$ cat config.mk
export PLATFORM = sky130hd
export DESIGN_NAME = interrupt_exception_entry
export DESIGN_NICKNAME = d
export VERILOG_FILES = /design/src/logic/irq_entry_pkg.sv /design/src/logic/sync_two_flop.sv /design/src/logic/interrupt_exception_entry.sv
export VERILOG_INCLUDE_DIRS = /design/src /design/src/logic
export SDC_FILE = /design/constraint.sdc
export NUM_CORES = 1
export LEC_CHECK = 0
export ABC_AREA = 0
export BUFFER_PORTS_ARGS = -buffer_cell sky130_fd_sc_hd__buf_2
export CAP_MARGIN = 20
export CORE_MARGIN = 2
export CORE_UTILIZATION = 40
export DETAILED_ROUTE_END_ITERATION = 12
export GPL_TIMING_DRIVEN = 0
export SETUP_SLACK_MARGIN = 0.2
export SYNTH_ARGS = -nofsm -noshare
export SYNTH_HDL_FRONTEND = slang
export SYNTH_HIERARCHICAL = 1
export SYNTH_SLANG_ARGS = --single-unit
export TNS_END_PERCENT = 10
$ cat constraint.sdc
create_clock -name clk -period 5.4 [get_ports clk]
set_clock_uncertainty 0.1 [all_clocks]
set_input_delay 1.08 -clock clk [delete_from_list [all_inputs] [get_ports clk]]
set_output_delay 1.08 -clock clk [all_outputs]
set_load 0.01 [all_outputs]
$ cat src/logic/irq_entry_defines.svh
// Constants for the interrupt and exception entry block
`ifndef IRQ_ENTRY_DEFINES_SVH
`define IRQ_ENTRY_DEFINES_SVH

`define VECTOR_COUNT 256
`define RESERVED_VECTORS 32
`define SYSTEM_VECTORS 224
`define VEC_DEBUG 8'h01
`define VEC_NMI 8'h02
`define VEC_BREAKPOINT 8'h03

`define REAL_ENTRY_BYTES 32'h0000_0004
`define PROT_ENTRY_BYTES 32'h0000_0008
`define STACK_SLOT_BYTES 32'h0000_0004
`define STACK_FRAME_BYTES 32'h0000_0008

`define FLAGS_IF_BIT 9
`define FLAGS_RESET 32'h0000_0002
`define STACK_RESET 32'h0000_0000

`endif

$ cat src/logic/irq_entry_pkg.sv
// Types shared by the interrupt and exception entry block
package irq_entry_pkg;

	typedef enum logic [2:0] {
		EV_FAULT = 3'h0,
		EV_TRAP = 3'h1,
		EV_ABORT = 3'h2,
		EV_SOFT = 3'h3,
		EV_BREAKPOINT = 3'h4,
		EV_MASKABLE = 3'h5,
		EV_NMI = 3'h6
	} event_kind_type;

	typedef enum logic [3:0] {
		ST_IDLE = 4'h0,
		ST_PUSH_ADDR = 4'h1,
		ST_PUSH_FLAGS = 4'h2,
		ST_ACK = 4'h3,
		ST_TABLE_LO = 4'h4,
		ST_TABLE_HI = 4'h5,
		ST_DISPATCH = 4'h6,
		ST_POP_FLAGS = 4'h7,
		ST_POP_ADDR = 4'h8,
		ST_RESUME = 4'h9
	} state_type;

	// Exception reported by the execution stage
	typedef struct packed {
		event_kind_type kind;
		logic [7:0] vector;
		logic [31:0] addr;
	} exc_event_type;

	// Word access to stack or vector table
	typedef struct packed {
		logic write;
		logic [31:0] addr;
		logic [31:0] wdata;
	} mem_req_type;

	// Handler start handed to the fetch stage
	typedef struct packed {
		logic [31:0] addr;
		logic [15:0] selector;
		logic [7:0] vector;
		event_kind_type kind;
		logic imprecise;
	} handler_type;

endpackage : irq_entry_pkg

$ cat src/logic/sync_two_flop.sv
// Two-flop synchroniser for one level input
`timescale 1ns/1ps
module sync_two_flop (
	// Clock and reset
	input wire logic clk,
	input wire logic rstn,
	// Level in and out
	input wire logic din,
	output logic dout
);
	logic meta_reg;

	always_ff @(posedge clk or negedge rstn) begin
		if (!rstn) begin
			meta_reg <= 1'b0;
			dout <= 1'b0;
		end else begin
			meta_reg <= din;
			dout <= meta_reg;
		end
	end
endmodule : sync_two_flop

$ cat src/logic/interrupt_exception_entry.sv
// Interrupt and exception entry, vector fetch and interrupt return
`timescale 1ns/1ps
`include "irq_entry_defines.svh"

// What this block does
// - Hardware interrupts wait for instruction end, resume after
// - Faults save address of faulting instruction start
// - Traps save address past the causing instruction
// - Aborts flagged imprecise, no exact location kept
// - 256 vectors, 32 reserved, 224 for system
// - Real mode 4-byte entries, protected 8-byte
// - Push address and flags, get vector, dispatch
// - Interrupt return restores flags and saved address
// - Exceptions internal vector, maskable via acknowledge
// - Non-maskable uses vector 2, no acknowledge
// - Maskable pin taken only with enable flag set
// - Requests at boundaries or string move windows
// - Maskable entry clears enable flag, return restores
// - Further non-maskable not taken until return or reset
// - One non-maskable latched during service, taken later
// - Non-maskable entry clears the enable flag
// - Soft interrupt uses vector n, breakpoint 3
// - Non-maskable before maskable at same boundary
// - Debug traps and faults checked before pins
module interrupt_exception_entry
	import irq_entry_pkg::*;
#(
	parameter int VECTORS = `VECTOR_COUNT,
	parameter int RESERVED = `RESERVED_VECTORS
) (
	// Clock and reset
	input wire logic clk,
	input wire logic rstn,
	// Request pins from the interrupt controller
	input wire logic maskable_request_pin,
	input wire logic nonmaskable_request_pin,
	// Interrupt acknowledge sequence
	output logic ack_req,
	input wire logic ack_done,
	input wire logic [7:0] ack_vector,
	// Execution stage
	input wire logic boundary,
	input wire logic string_window,
	input wire logic [31:0] cur_addr,
	input wire logic [31:0] next_addr,
	input wire logic exc_valid,
	input wire exc_event_type exc_event,
	input wire logic debug_trap,
	input wire logic debug_fault,
	input wire logic interrupt_return_instr,
	input wire logic protected_mode,
	input wire logic [31:0] table_base,
	output logic busy,
	// Flags and stack pointer
	input wire logic flags_we,
	input wire logic [31:0] flags_wdata,
	output logic [31:0] flags_word,
	input wire logic sp_we,
	input wire logic [31:0] sp_wdata,
	output logic [31:0] stack_ptr,
	// Memory port for stack and vector table
	output logic mem_valid,
	output mem_req_type mem_req,
	input wire logic mem_ready,
	input wire logic [31:0] mem_rdata,
	// Handler start and resume
	output logic handler_valid,
	output handler_type handler,
	output logic resume_valid,
	output logic [31:0] resume_addr
);

	generate
		if (VECTORS != 256 || RESERVED != 32 || VECTORS - RESERVED != `SYSTEM_VECTORS) begin : g_chk
			$error("vector table must hold 256 entries with 32 reserved");
		end
	endgenerate

	state_type state_reg;
	state_type state_next;
	logic maskable_sync;
	logic nmi_sync;
	logic nmi_prev_reg;
	logic nmi_req_reg;
	logic nmi_active_reg;
	logic nmi_pending_reg;
	logic [31:0] flags_reg;
	logic [31:0] flags_cur;
	logic [31:0] saved_flags_reg;
	logic [31:0] save_addr_reg;
	logic [31:0] sp_reg;
	logic [31:0] lo_word_reg;
	logic [7:0] vector_reg;
	logic [7:0] vec_now;
	event_kind_type kind_reg;
	logic imprecise_reg;
	mem_req_type mem_req_reg;
	handler_type handler_reg;
	logic [31:0] resume_reg;
	logic nmi_edge;
	logic at_point;
	logic take_exc;
	logic take_interrupt_return_instr;
	logic start;
	logic take_nmi;
	logic interrupt_return_instr_done;
	event_kind_type start_kind;
	logic [7:0] start_vector;
	logic [31:0] start_addr;
	logic start_imprecise;

	// Pins cross into the core clock before any decision
	sync_two_flop u_sync_maskable (
		.clk(clk),
		.rstn(rstn),
		.din(maskable_request_pin),
		.dout(maskable_sync)
	);

	sync_two_flop u_sync_nmi (
		.clk(clk),
		.rstn(rstn),
		.din(nonmaskable_request_pin),
		.dout(nmi_sync)
	);

	assign nmi_edge = nmi_sync & ~nmi_prev_reg;
	assign flags_cur = flags_we ? flags_wdata : flags_reg;

	// Exceptions first, then return, then the boundary checks
	assign take_exc = (state_reg == ST_IDLE) && exc_valid;
	assign take_interrupt_return_instr = (state_reg == ST_IDLE) && !exc_valid && interrupt_return_instr;
	assign at_point = (state_reg == ST_IDLE) && !exc_valid && !interrupt_return_instr
		&& (boundary || string_window);
	assign interrupt_return_instr_done = (state_reg == ST_POP_ADDR) && mem_ready;

	always_comb begin
		start = 1'b0;
		take_nmi = 1'b0;
		start_kind = EV_FAULT;
		start_vector = 8'h00;
		start_addr = next_addr;
		start_imprecise = 1'b0;
		if (take_exc) begin
			start = 1'b1;
			start_kind = exc_event.kind;
			start_vector = exc_event.vector;
			unique case (exc_event.kind)
				EV_FAULT: start_addr = exc_event.addr;
				EV_ABORT: begin
					start_addr = cur_addr;
					start_imprecise = 1'b1;
				end
				EV_BREAKPOINT: start_vector = `VEC_BREAKPOINT;
				default: start_addr = next_addr;
			endcase
		end else if (at_point) begin
			// Mid string move the instruction itself resumes
			start_addr = boundary ? next_addr : cur_addr;
			if (boundary && debug_trap) begin
				start = 1'b1;
				start_kind = EV_TRAP;
				start_vector = `VEC_DEBUG;
			end else if (boundary && debug_fault) begin
				start = 1'b1;
				start_kind = EV_FAULT;
				start_vector = `VEC_DEBUG;
			end else if (nmi_req_reg && !nmi_active_reg) begin
				start = 1'b1;
				take_nmi = 1'b1;
				start_kind = EV_NMI;
				start_vector = `VEC_NMI;
			end else if (maskable_sync && flags_cur[`FLAGS_IF_BIT]) begin
				start = 1'b1;
				start_kind = EV_MASKABLE;
			end
		end
	end

	assign vec_now = (state_reg == ST_ACK) ? ack_vector : vector_reg;

	always_comb begin
		state_next = state_reg;
		unique case (state_reg)
			ST_IDLE: begin
				if (start) begin
					state_next = ST_PUSH_ADDR;
				end else if (take_interrupt_return_instr) begin
					state_next = ST_POP_FLAGS;
				end
			end
			ST_PUSH_ADDR: begin
				if (mem_ready) begin
					state_next = ST_PUSH_FLAGS;
				end
			end
			ST_PUSH_FLAGS: begin
				if (mem_ready) begin
					// Only maskable requests run the acknowledge
					state_next = (kind_reg == EV_MASKABLE) ? ST_ACK : ST_TABLE_LO;
				end
			end
			ST_ACK: begin
				if (ack_done) begin
					state_next = ST_TABLE_LO;
				end
			end
			ST_TABLE_LO: begin
				if (mem_ready) begin
					state_next = protected_mode ? ST_TABLE_HI : ST_DISPATCH;
				end
			end
			ST_TABLE_HI: begin
				if (mem_ready) begin
					state_next = ST_DISPATCH;
				end
			end
			ST_DISPATCH: state_next = ST_IDLE;
			ST_POP_FLAGS: begin
				if (mem_ready) begin
					state_next = ST_POP_ADDR;
				end
			end
			ST_POP_ADDR: begin
				if (mem_ready) begin
					state_next = ST_RESUME;
				end
			end
			ST_RESUME: state_next = ST_IDLE;
			default: state_next = ST_IDLE;
		endcase
	end

	always_ff @(posedge clk or negedge rstn) begin
		if (!rstn) begin
			state_reg <= ST_IDLE;
		end else begin
			state_reg <= state_next;
		end
	end

	// Event capture at entry
	always_ff @(posedge clk or negedge rstn) begin
		if (!rstn) begin
			kind_reg <= EV_FAULT;
			vector_reg <= 8'h00;
			save_addr_reg <= 32'h0000_0000;
			saved_flags_reg <= `FLAGS_RESET;
			imprecise_reg <= 1'b0;
		end else if (start) begin
			kind_reg <= start_kind;
			vector_reg <= start_vector;
			save_addr_reg <= start_addr;
			saved_flags_reg <= flags_cur;
			imprecise_reg <= start_imprecise;
		end else if (state_reg == ST_ACK && ack_done) begin
			vector_reg <= ack_vector;
		end
	end

	// Flags: maskable and non-maskable entry clear the enable, return restores the saved word
	always_ff @(posedge clk or negedge rstn) begin
		if (!rstn) begin
			flags_reg <= `FLAGS_RESET;
		end else if (state_reg == ST_POP_FLAGS && mem_ready) begin
			flags_reg <= mem_rdata;
		end else if (start && (start_kind == EV_MASKABLE || start_kind == EV_NMI)) begin
			flags_reg <= flags_cur & ~(32'h0000_0001 << `FLAGS_IF_BIT);
		end else if (flags_we) begin
			flags_reg <= flags_wdata;
		end
	end

	// Non-maskable edge tracking; a new edge beats a clear
	always_ff @(posedge clk or negedge rstn) begin
		if (!rstn) begin
			nmi_prev_reg <= 1'b0;
			nmi_req_reg <= 1'b0;
			nmi_active_reg <= 1'b0;
			nmi_pending_reg <= 1'b0;
		end else begin
			nmi_prev_reg <= nmi_sync;
			if (interrupt_return_instr_done) begin
				nmi_active_reg <= 1'b0;
				if (nmi_pending_reg || nmi_edge) begin
					nmi_req_reg <= 1'b1;
					nmi_pending_reg <= 1'b0;
				end
			end else if (take_nmi) begin
				nmi_active_reg <= 1'b1;
				nmi_req_reg <= 1'b0;
				if (nmi_edge) begin
					nmi_pending_reg <= 1'b1;
				end
			end else if (nmi_edge) begin
				// Only one extra request is remembered
				if (nmi_active_reg) begin
					nmi_pending_reg <= 1'b1;
				end else begin
					nmi_req_reg <= 1'b1;
				end
			end
		end
	end

	// Stack pointer moves once per frame
	always_ff @(posedge clk or negedge rstn) begin
		if (!rstn) begin
			sp_reg <= `STACK_RESET;
		end else if (state_reg == ST_DISPATCH) begin
			sp_reg <= sp_reg - `STACK_FRAME_BYTES;
		end else if (state_reg == ST_RESUME) begin
			sp_reg <= sp_reg + `STACK_FRAME_BYTES;
		end else if (sp_we && state_reg == ST_IDLE) begin
			sp_reg <= sp_wdata;
		end
	end

	// Memory request registered for the state being entered
	always_ff @(posedge clk or negedge rstn) begin
		if (!rstn) begin
			mem_req_reg <= '0;
		end else begin
			unique case (state_next)
				ST_PUSH_ADDR: begin
					mem_req_reg.write <= 1'b1;
					mem_req_reg.addr <= sp_reg - `STACK_SLOT_BYTES;
					mem_req_reg.wdata <= start ? start_addr : save_addr_reg;
				end
				ST_PUSH_FLAGS: begin
					mem_req_reg.write <= 1'b1;
					mem_req_reg.addr <= sp_reg - `STACK_FRAME_BYTES;
					mem_req_reg.wdata <= saved_flags_reg;
				end
				ST_TABLE_LO: begin
					mem_req_reg.write <= 1'b0;
					mem_req_reg.wdata <= 32'h0000_0000;
					if (protected_mode) begin
						mem_req_reg.addr <= table_base + {21'h0, vec_now, 3'h0};
					end else begin
						mem_req_reg.addr <= table_base + {22'h0, vec_now, 2'h0};
					end
				end
				ST_TABLE_HI: begin
					mem_req_reg.write <= 1'b0;
					// Step once on leaving the low word; a stall must not move it
					if (state_reg == ST_TABLE_LO) begin
						mem_req_reg.addr <= mem_req_reg.addr + `STACK_SLOT_BYTES;
					end
				end
				ST_POP_FLAGS: begin
					mem_req_reg.write <= 1'b0;
					mem_req_reg.addr <= sp_reg;
					mem_req_reg.wdata <= 32'h0000_0000;
				end
				ST_POP_ADDR: begin
					mem_req_reg.write <= 1'b0;
					mem_req_reg.addr <= sp_reg + `STACK_SLOT_BYTES;
				end
				default: mem_req_reg.write <= 1'b0;
			endcase
		end
	end

	// Handler assembly from the table entry
	always_ff @(posedge clk or negedge rstn) begin
		if (!rstn) begin
			lo_word_reg <= 32'h0000_0000;
			handler_reg <= '0;
		end else if (state_reg == ST_TABLE_LO && mem_ready) begin
			lo_word_reg <= mem_rdata;
			// Real mode entry: offset low half, segment high half
			handler_reg.addr <= {16'h0000, mem_rdata[15:0]};
			handler_reg.selector <= mem_rdata[31:16];
			handler_reg.vector <= vector_reg;
			handler_reg.kind <= kind_reg;
			handler_reg.imprecise <= imprecise_reg;
		end else if (state_reg == ST_TABLE_HI && mem_ready) begin
			handler_reg.addr <= {mem_rdata[31:16], lo_word_reg[15:0]};
		end
	end

	// Resume address from the popped frame
	always_ff @(posedge clk or negedge rstn) begin
		if (!rstn) begin
			resume_reg <= 32'h0000_0000;
		end else if (interrupt_return_instr_done) begin
			resume_reg <= mem_rdata;
		end
	end

	assign busy = (state_reg != ST_IDLE);
	assign ack_req = (state_reg == ST_ACK);
	assign mem_valid = (state_reg == ST_PUSH_ADDR) || (state_reg == ST_PUSH_FLAGS)
		|| (state_reg == ST_TABLE_LO) || (state_reg == ST_TABLE_HI)
		|| (state_reg == ST_POP_FLAGS) || (state_reg == ST_POP_ADDR);
	assign mem_req = mem_req_reg;
	assign handler_valid = (state_reg == ST_DISPATCH);
	assign handler = handler_reg;
	assign resume_valid = (state_reg == ST_RESUME);
	assign resume_addr = resume_reg;
	assign flags_word = flags_reg;
	assign stack_ptr = sp_reg;

endmodule : interrupt_exception_entry

==> results of run 1 <==
cell usage after synthesis (26+ instances only):
cell	instances
xor2_1	39
a31oi_1	26
nand2_1	314
buf_2	32
mux2i_1	46
nor2_1	175
clkbuf_1	106
o22ai_1	52
nand3_1	76
o21ai_0	130
a21oi_1	145
mux2_2	90
dfrtp_1	323
nor3_1	35
inv_1	30
o31ai_1	37
a2bb2oi_1	37
xnor2_1	55
o21ai_1	55
cell families (layout without fill, tap and decap cells):
logic type / Yosys count / count (layout) / share of synthesized area, %
flip-flops: 325 / 325 / 42.0
AND/OR/NAND/NOR: 772 / 772 / 18.8
multiplexers: 137 / 137 / 7.68
other: 0 / 2 / 0
AO/OA/AOI/OAI: 643 / 643 / 21.2
buffers and inverters: 195 / 752 / 4.36
XOR/XNOR: 95 / 95 / 4.34
adder cells (fa/ha/maj): 23 / 23 / 1.56
worst max-delay path: cells and delay by family, from the launching register on:
family / cells / cell delay [ns]
adders and majority gates: 2 / 0.60
AOI/OAI and AO/OA: 4 / 1.20
muxes: 1 / 0.31
buffers and inverters: 4 / 1.04
and+or+nand+nor: 6 / 1.39
DFF: 1 / 0.42
metrics by stage:
stage / util, % / total power, mW / std cells
final: 50.4 / 16.9 / 3364
after global routing: 50.4 / 17.8 / 3363
after floorplan: - / 10.0 / 2190
after global placement: 47.2 / 13.7 / 3286
after CTS: 50.3 / 16.7 / 3362
after detailed placement: 47.5 / 13.8 / 3293
timing repair:
item                                    in CTS  in global routing
endpoints found under the setup margin       4                 11
resized for setup                            2                  8
hold buffers                                 0                  0
setup buffers                                0                  0
per-layer routing:
metal | wire length (um) | share of wire, % | track usage, %
met3 | 8400 | 9.3 | 7.65
met5 | 7 | 0.0077 | 0
met2 | 40500 | 45 | 55.2
met4 | 3290 | 3.6 | 12.7
met1 | 38400 | 42 | 48.6
final timing paths:
| kind | from | end | cells after the start |
|---|---|---|---|
| max | state_reg[0] | mem_req[52] | 17 |
| min | u_sync_nmi/meta_reg | u_sync_nmi/dout | 0 |
| max reg2reg | state_reg[0] | mem_req[52] | 17 |
| min reg2reg | u_sync_nmi/meta_reg | u_sync_nmi/dout | 0 |
| max in group asynchronous | rstn | handler[20] | 3 |
| min in group asynchronous | rstn | save_addr_reg[10] | 1 |
final cells by class:
type	count	area (um2)
Timing Repair Buffer	488	2530
Sequential cell	325	8140
Clock inverter	12	193
Inverter	36	139
Antenna cell	2	5.00
Tap cell	615	769
Clock buffer	57	1150
Fill cell	4655	23700
Multi-Input combinational cell	1670	10400
Buffer	159	713
power breakdown:
group	internal [mW]	total [mW]	switching [mW]
combinational	3.39	9.65	6.27
sequential	3.56	4.43	0.868
clock	1.64	2.80	1.15
cells in the final DEF (no fill, tap or decap), types with 13 or more instances in the layout:
master	n
clkbuf_16	39
a2bb2oi_1	37
o31ai_1	37
xor2_1	39
o211ai_1	19
a221oi_1	14
nand4_1	21
a21oi_1	145
o22ai_1	52
nor2_1	174
and2_1	15
a21o_1	13
o21ai_1	56
nand3_1	76
buf_2	513
nor3_1	34
dfrtp_1	323
a211oi_1	14
o21ai_0	129
or3_1	13
inv_1	30
and3_1	22
a31oi_1	26
mux2_2	90
nand2b_1	13
ha_1	21
mux2i_1	46
xnor2_1	55
clkbuf_1	111
nor4_1	19
nand2_1	314
==> results.md, run 1 <==
- CTS sink cnt: 325
- Final Max Tran Viols: 0
- Slew Limit Headroom: 31.4%
- Clock transition at path regs: roughly 0.060 ns
- Port buffer count: roughly 480
- Wire length per cell: between 20 and 30 um
- Post-synth cell types: ~100
- Synthesis-stage register bit count: 325
- Final setup margin: 0.216 ns
- Final setup TNS: 0 ns
- Die height: 224 um
- Drt pass-1 iters: 6
- CTS tree: yes
- Async set-reset flop share out of synthesis: 100%
- First-pass GRT wire length: 133,000 um
- Antenna violations before repair: 4
- Run status: finished, final reports clean
- Worst path most repeated cell: nor3_1
- Crit path max fanout: 10
- Unrepaired setup endpoints after global routing: yes
- Final number of setup-violating endpoints: 0
- Synth top area cells: dfrtp_1, nand2_1, mux2_2
- Post-Syn Area: 19,400 um2
- Die width: 224 um
- Worst Setup Path Type: flip-flop to flip-flop
- Final Critical Period: about 5.2 ns
- Critical path endpoint category: flip-flop
- Syn Inst Count: 2,190
- Clock root buffer: clkbuf_16
- Max Cap Viol: 0
- Post-route ant nets: 0
- Synth area leader: dfrtp_1
- Critical Path Start Type: flip-flop
- Sequential area share after synthesis: 42.0%
- Post-synth top flop: dfrtp_1
- Number of flops mapped to enable cells by yosys: 0
- Placed instance area: 22,700 um2
- Placer Congestion: just over 1
- Max reg flops: between 60 and 70
- VDD IR max: 0.323 mV
- Leakage: between 10 and 15 nW
- Arr. time, crit path: 5.55 ns
- DRT iter0 DRCs: 2,094
- Core ar.: 47,700 um2
- Num ports: 484
- Vias in the first global route: 19,977
- Final Instance Area: roughly 24,000 um2
- Via/cell ratio: 6.07
- CTS max path bufs: 3
- DRC Markers: 0
- # rows: 80
- Worst-Skew Late Latency: approximately 0.59 ns
- Hold Violations, Final: 0
- Period utilisation layout: a little over nine tenths
- Share of cells above drive strength 1: 26.6%
- Slowest-stage cell, CP: or4_1
- Die area: 50,200 um2
- Total Routing Usage GR: 35.4%
- WL final: 90,600 um
- Max Freq: 193 MHz
- HPWL Detailed: 71,100 um
- Crit-path cells: buf_2 > nand2_1 > nor3_1 > clkbuf_1 > mux2_2 > ha_1 > inv_1 > fa_1 > nor2b_1 > o31ai_1 > a2111oi_2 > buf_4 > nor2_1 > or4_1 > a21oi_1 > nor3_1 > o21ai_1
- Via count: 20,435
- DP Worst Slack: -0.602 ns
- Worst Tran Pin Value: 1.02 ns
- GRT overflow: 0
- CP max stage delay: about 0.52 ns
- Synth Net Count: between 2,000 and 2,500
- Largest net degree at the start of global routing: 106
- YS warnings: 6
- Worst EP required: 5.76 ns
- Top cell type's share of synthesized area: 41.7%
- Hold_ws: 0.253 ns
- Fin nets: 3,000
- CTS Buf Count: 39
- Power Dens Cells: 702 nW/um2
- Initial Util: 40.6%
- Area Overhead vs Synth: 24.2%
- Post-synthesis area per instance: 8.84 um2
- CTS H-tree lvls: 2
- R2R Setup Slk: 0.22 ns
- Min-delay worst type: flip-flop to flip-flop
Power figures use the tool's default switching activity.
==> run 2, diff against run 1 <==
--- a/config.mk
+++ b/config.mk
@@ -9,11 +9,15 @@
 export ABC_AREA = 0
 export BUFFER_PORTS_ARGS = -buffer_cell sky130_fd_sc_hd__buf_2
 export CAP_MARGIN = 20
+export CELL_PAD_IN_SITES_DETAIL_PLACEMENT = 0
+export CELL_PAD_IN_SITES_GLOBAL_PLACEMENT = 1
 export CORE_MARGIN = 2
 export CORE_UTILIZATION = 40
 export DETAILED_ROUTE_END_ITERATION = 12
 export GPL_TIMING_DRIVEN = 0
+export PLACE_DENSITY_LB_ADDON = 0.1
 export SETUP_SLACK_MARGIN = 0.2
+export SLEW_MARGIN = 20
 export SYNTH_ARGS = -nofsm -noshare
 export SYNTH_HDL_FRONTEND = slang
 export SYNTH_HIERARCHICAL = 1
==> run 2 against run 1 <==
  * Sequential power about the same
  * Critical path type is now primary input to flip-flop
  * Non-clock buffer count down 3
  * Wire length shrank 1.8%
  * First-iteration DRC count shrank 2.8%
  * Global-route usage shrank 0.71 points
  * Largest power group unchanged
  * Utilization down 0.066 points
  * Highest routed layer unchanged
  * Power shrank 1.5%
  * Hold slack better by 0.00077 ns
  * Maximum frequency shrank 1.8%
  * Count of clock-buffer cells in the layout did not move
  * Sequential share of layout area about the same
==> results.md, run 2 (same netlist as run 1, synthesis figures left out) <==
- Core ar.: 47,700 um2 (unchanged)
- Max Freq: 189 MHz (-1.8%)
- Area Overhead vs Synth: 24.0%
- Share of cells above drive strength 1: 26.5% (-0.17 points)
- Placer Congestion: 0.974 (-3.4%)
- Seq. cell area: 8140 um2 (unchanged)
- DRT iter0 DRCs: 2,035 (-2.8%)
- Commonest non-fill, non-tap cell in the layout: buf_2
- Final Critical Period: 5.28 ns (+0.0944 ns)
- GRT overflow: 0 (unchanged)
- Post-route ant nets: 0 (unchanged)
- Crit path max fanout: 10 (unchanged)
- CTS sink cnt: 325 (unchanged)
- CTS Buf Count: 40 (+2.6%)
- Slew Limit Headroom: 25.9% (-5.5 points)
- Cts hold-fix bufs: 0 (unchanged)
- Antenna violations before repair: 13 (+9)
- Multi-input gate area: 10,400 um2 (+0.25%)
- Largest net degree at the start of global routing: 99 (-6.6%)
- Max Cap Viol: 0 (unchanged)
- Clock transition at path regs: 0.06 ns (about the same)
- Arr. time, crit path: 5.65 ns (+0.10 ns)
- Critical Path Start Type: primary input
- DRC Markers: 0 (unchanged)
- Via/cell ratio: 6.00 (-1.2%)
- CTS H-tree lvls: 2 (unchanged)
- Die area: 50,200 um2 (unchanged)
- Fin nets: 2,998 (-0.067%)
- Worst EP required: 5.77 ns (about the same)
- Final number of setup-violating endpoints: 0 (unchanged)
- Worst-Skew Late Latency: 0.59 ns (about the same)
- Unrepaired setup endpoints after global routing: yes
- VDD IR max: 0.321 mV (-0.35%)
- Initial Util: 40.6% (unchanged)
- Port buffer count: 481 (unchanged)
- Fillers: 4,652 (-0.064%)
- Power Dens Cells: 692 nW/um2 (-1.4%)
- Run status: finished, final reports clean
- Die width: 224 um (unchanged)
- Wire length per cell: 26.4 um (-1.9%)
- HPWL Detailed: 69,700 um (-1.9%)
- Util after Layout: 50.3% (-0.066 points)
- Clock root buffer: clkbuf_16
- Max reg flops: 65 (unchanged)
- CTS max path bufs: 3 (unchanged)
- Worst Tran Pin Value: 1.10 ns (+0.0814 ns)
- Min-delay worst type: flip-flop to flip-flop
- Leakage: 11.0 nW (-0.31%)
- Hold Violations, Final: 0 (unchanged)
- Leading cell types in the layout, fill and taps excluded: buf_2, dfrtp_1, nand2_1
- Critical path endpoint category: flip-flop
- WL final: 88,900 um (-1.8%)
- Final Max Tran Viols: 0 (unchanged)
- Via count: 20,218 (-1.1%)
- Period utilisation layout: 97.8% (+1.7 points)
- Final Power: 16.6 mW (-1.5%)
- Num ports: 484 (unchanged)
- Die height: 224 um (unchanged)
- Drt pass-1 iters: 7 (+1)
- CTS tree: yes
- First-pass GRT wire length: 129,000 um (-2.4%)
- Worst Setup Path Type: primary input to flip-flop
- Vias in the first global route: 19,482 (-2.5%)
- Total Routing Usage GR: 34.7% (-0.71 points)
- # rows: 80 (unchanged)
## run 2: routing by layer
metal	global-route usage, %	vias to the layer above	wire (um)
met1	48.3	9949	38600
met5	0	-	69
met3	8.08	175	8160
li1	-	9041	-
met4	12.2	10	3130
met2	53.0	1043	39000
## run 2: stage by stage
step | worst slack (ns) | setup TNS, ns | std cells | hold slack (ns) | instance area [um2]
after floorplan | 0.904 | 0 | 2190 | 0.231 | 19400
after global placement | -3.44 | -1103.49 | 3286 | 0.231 | 22500
after detailed placement | -1.13 | -8.98 | 3290 | 0.245 | 22700
after CTS | 0.143 | 0 | 3361 | 0.253 | 24000
after global routing | 0.0137 | 0 | 3367 | 0.272 | 24000
final | 0.121 | 0 | 3369 | 0.254 | 24000
## run 2: what timing repair did
| item | CTS | global route |
|---|---|---|
| endpoints found under the setup margin | 8 | 11 |
| resized for setup | 5 | 7 |
| buffers inserted | 0 | 0 |
## run 2: final timing paths
| kind | start | endpoint | slack (ns) | depth (start not counted) |
|---|---|---|---|---|
| min in group asynchronous | rstn | save_addr_reg[13] | 0.34 | 1 |
| min | u_sync_maskable/meta_reg | u_sync_maskable/dout | 0.25 | 0 |
| max reg2reg | state_reg[2] | mem_req[54] | 0.27 | 21 |
| max in group asynchronous | rstn | flags_word[20] | 3.91 | 2 |
| min reg2reg | u_sync_maskable/meta_reg | u_sync_maskable/dout | 0.25 | 0 |
| max | mem_ready | mem_req[54] | 0.12 | 22 |
## run 2: worst max-delay path: stages
cell	delay [ns]
buf_2	0.11
clkbuf_2	0.18
nand3b_1	0.15
or2_1	0.11
buf_2	0.25
and2_4	0.24
clkinv_2	0.12
nand3_2	0.18
buf_4	0.28
buf_6	0.23
buf_2	0.38
nand2_1	0.09
o21ai_0	0.09
ha_1	0.17
buf_4	0.23
inv_1	0.13
nor4_1	0.51
nand3_1	0.29
o21ai_0	0.19
xnor2_1	0.15
o2111ai_1	0.12
o32a_1	0.36
## run 2: report_power, final
part | internal, mW | switching, mW
Combinational | 3.39 | 6.07
Clock | 1.57 | 1.16
Sequential | 3.56 | 0.865
## run 2: layout make-up
class | count | area share [%]
multi-input combinational | 1670 | 43.4
sequential | 325 | 33.9
timing repair buffer | 485 | 10.5
clock buffer | 57 | 4.56
tap | 615 | 3.20
buffer | 159 | 2.95
clock inverter | 14 | 0.865
inverter | 36 | 0.578
antenna | 8 | 0.0834
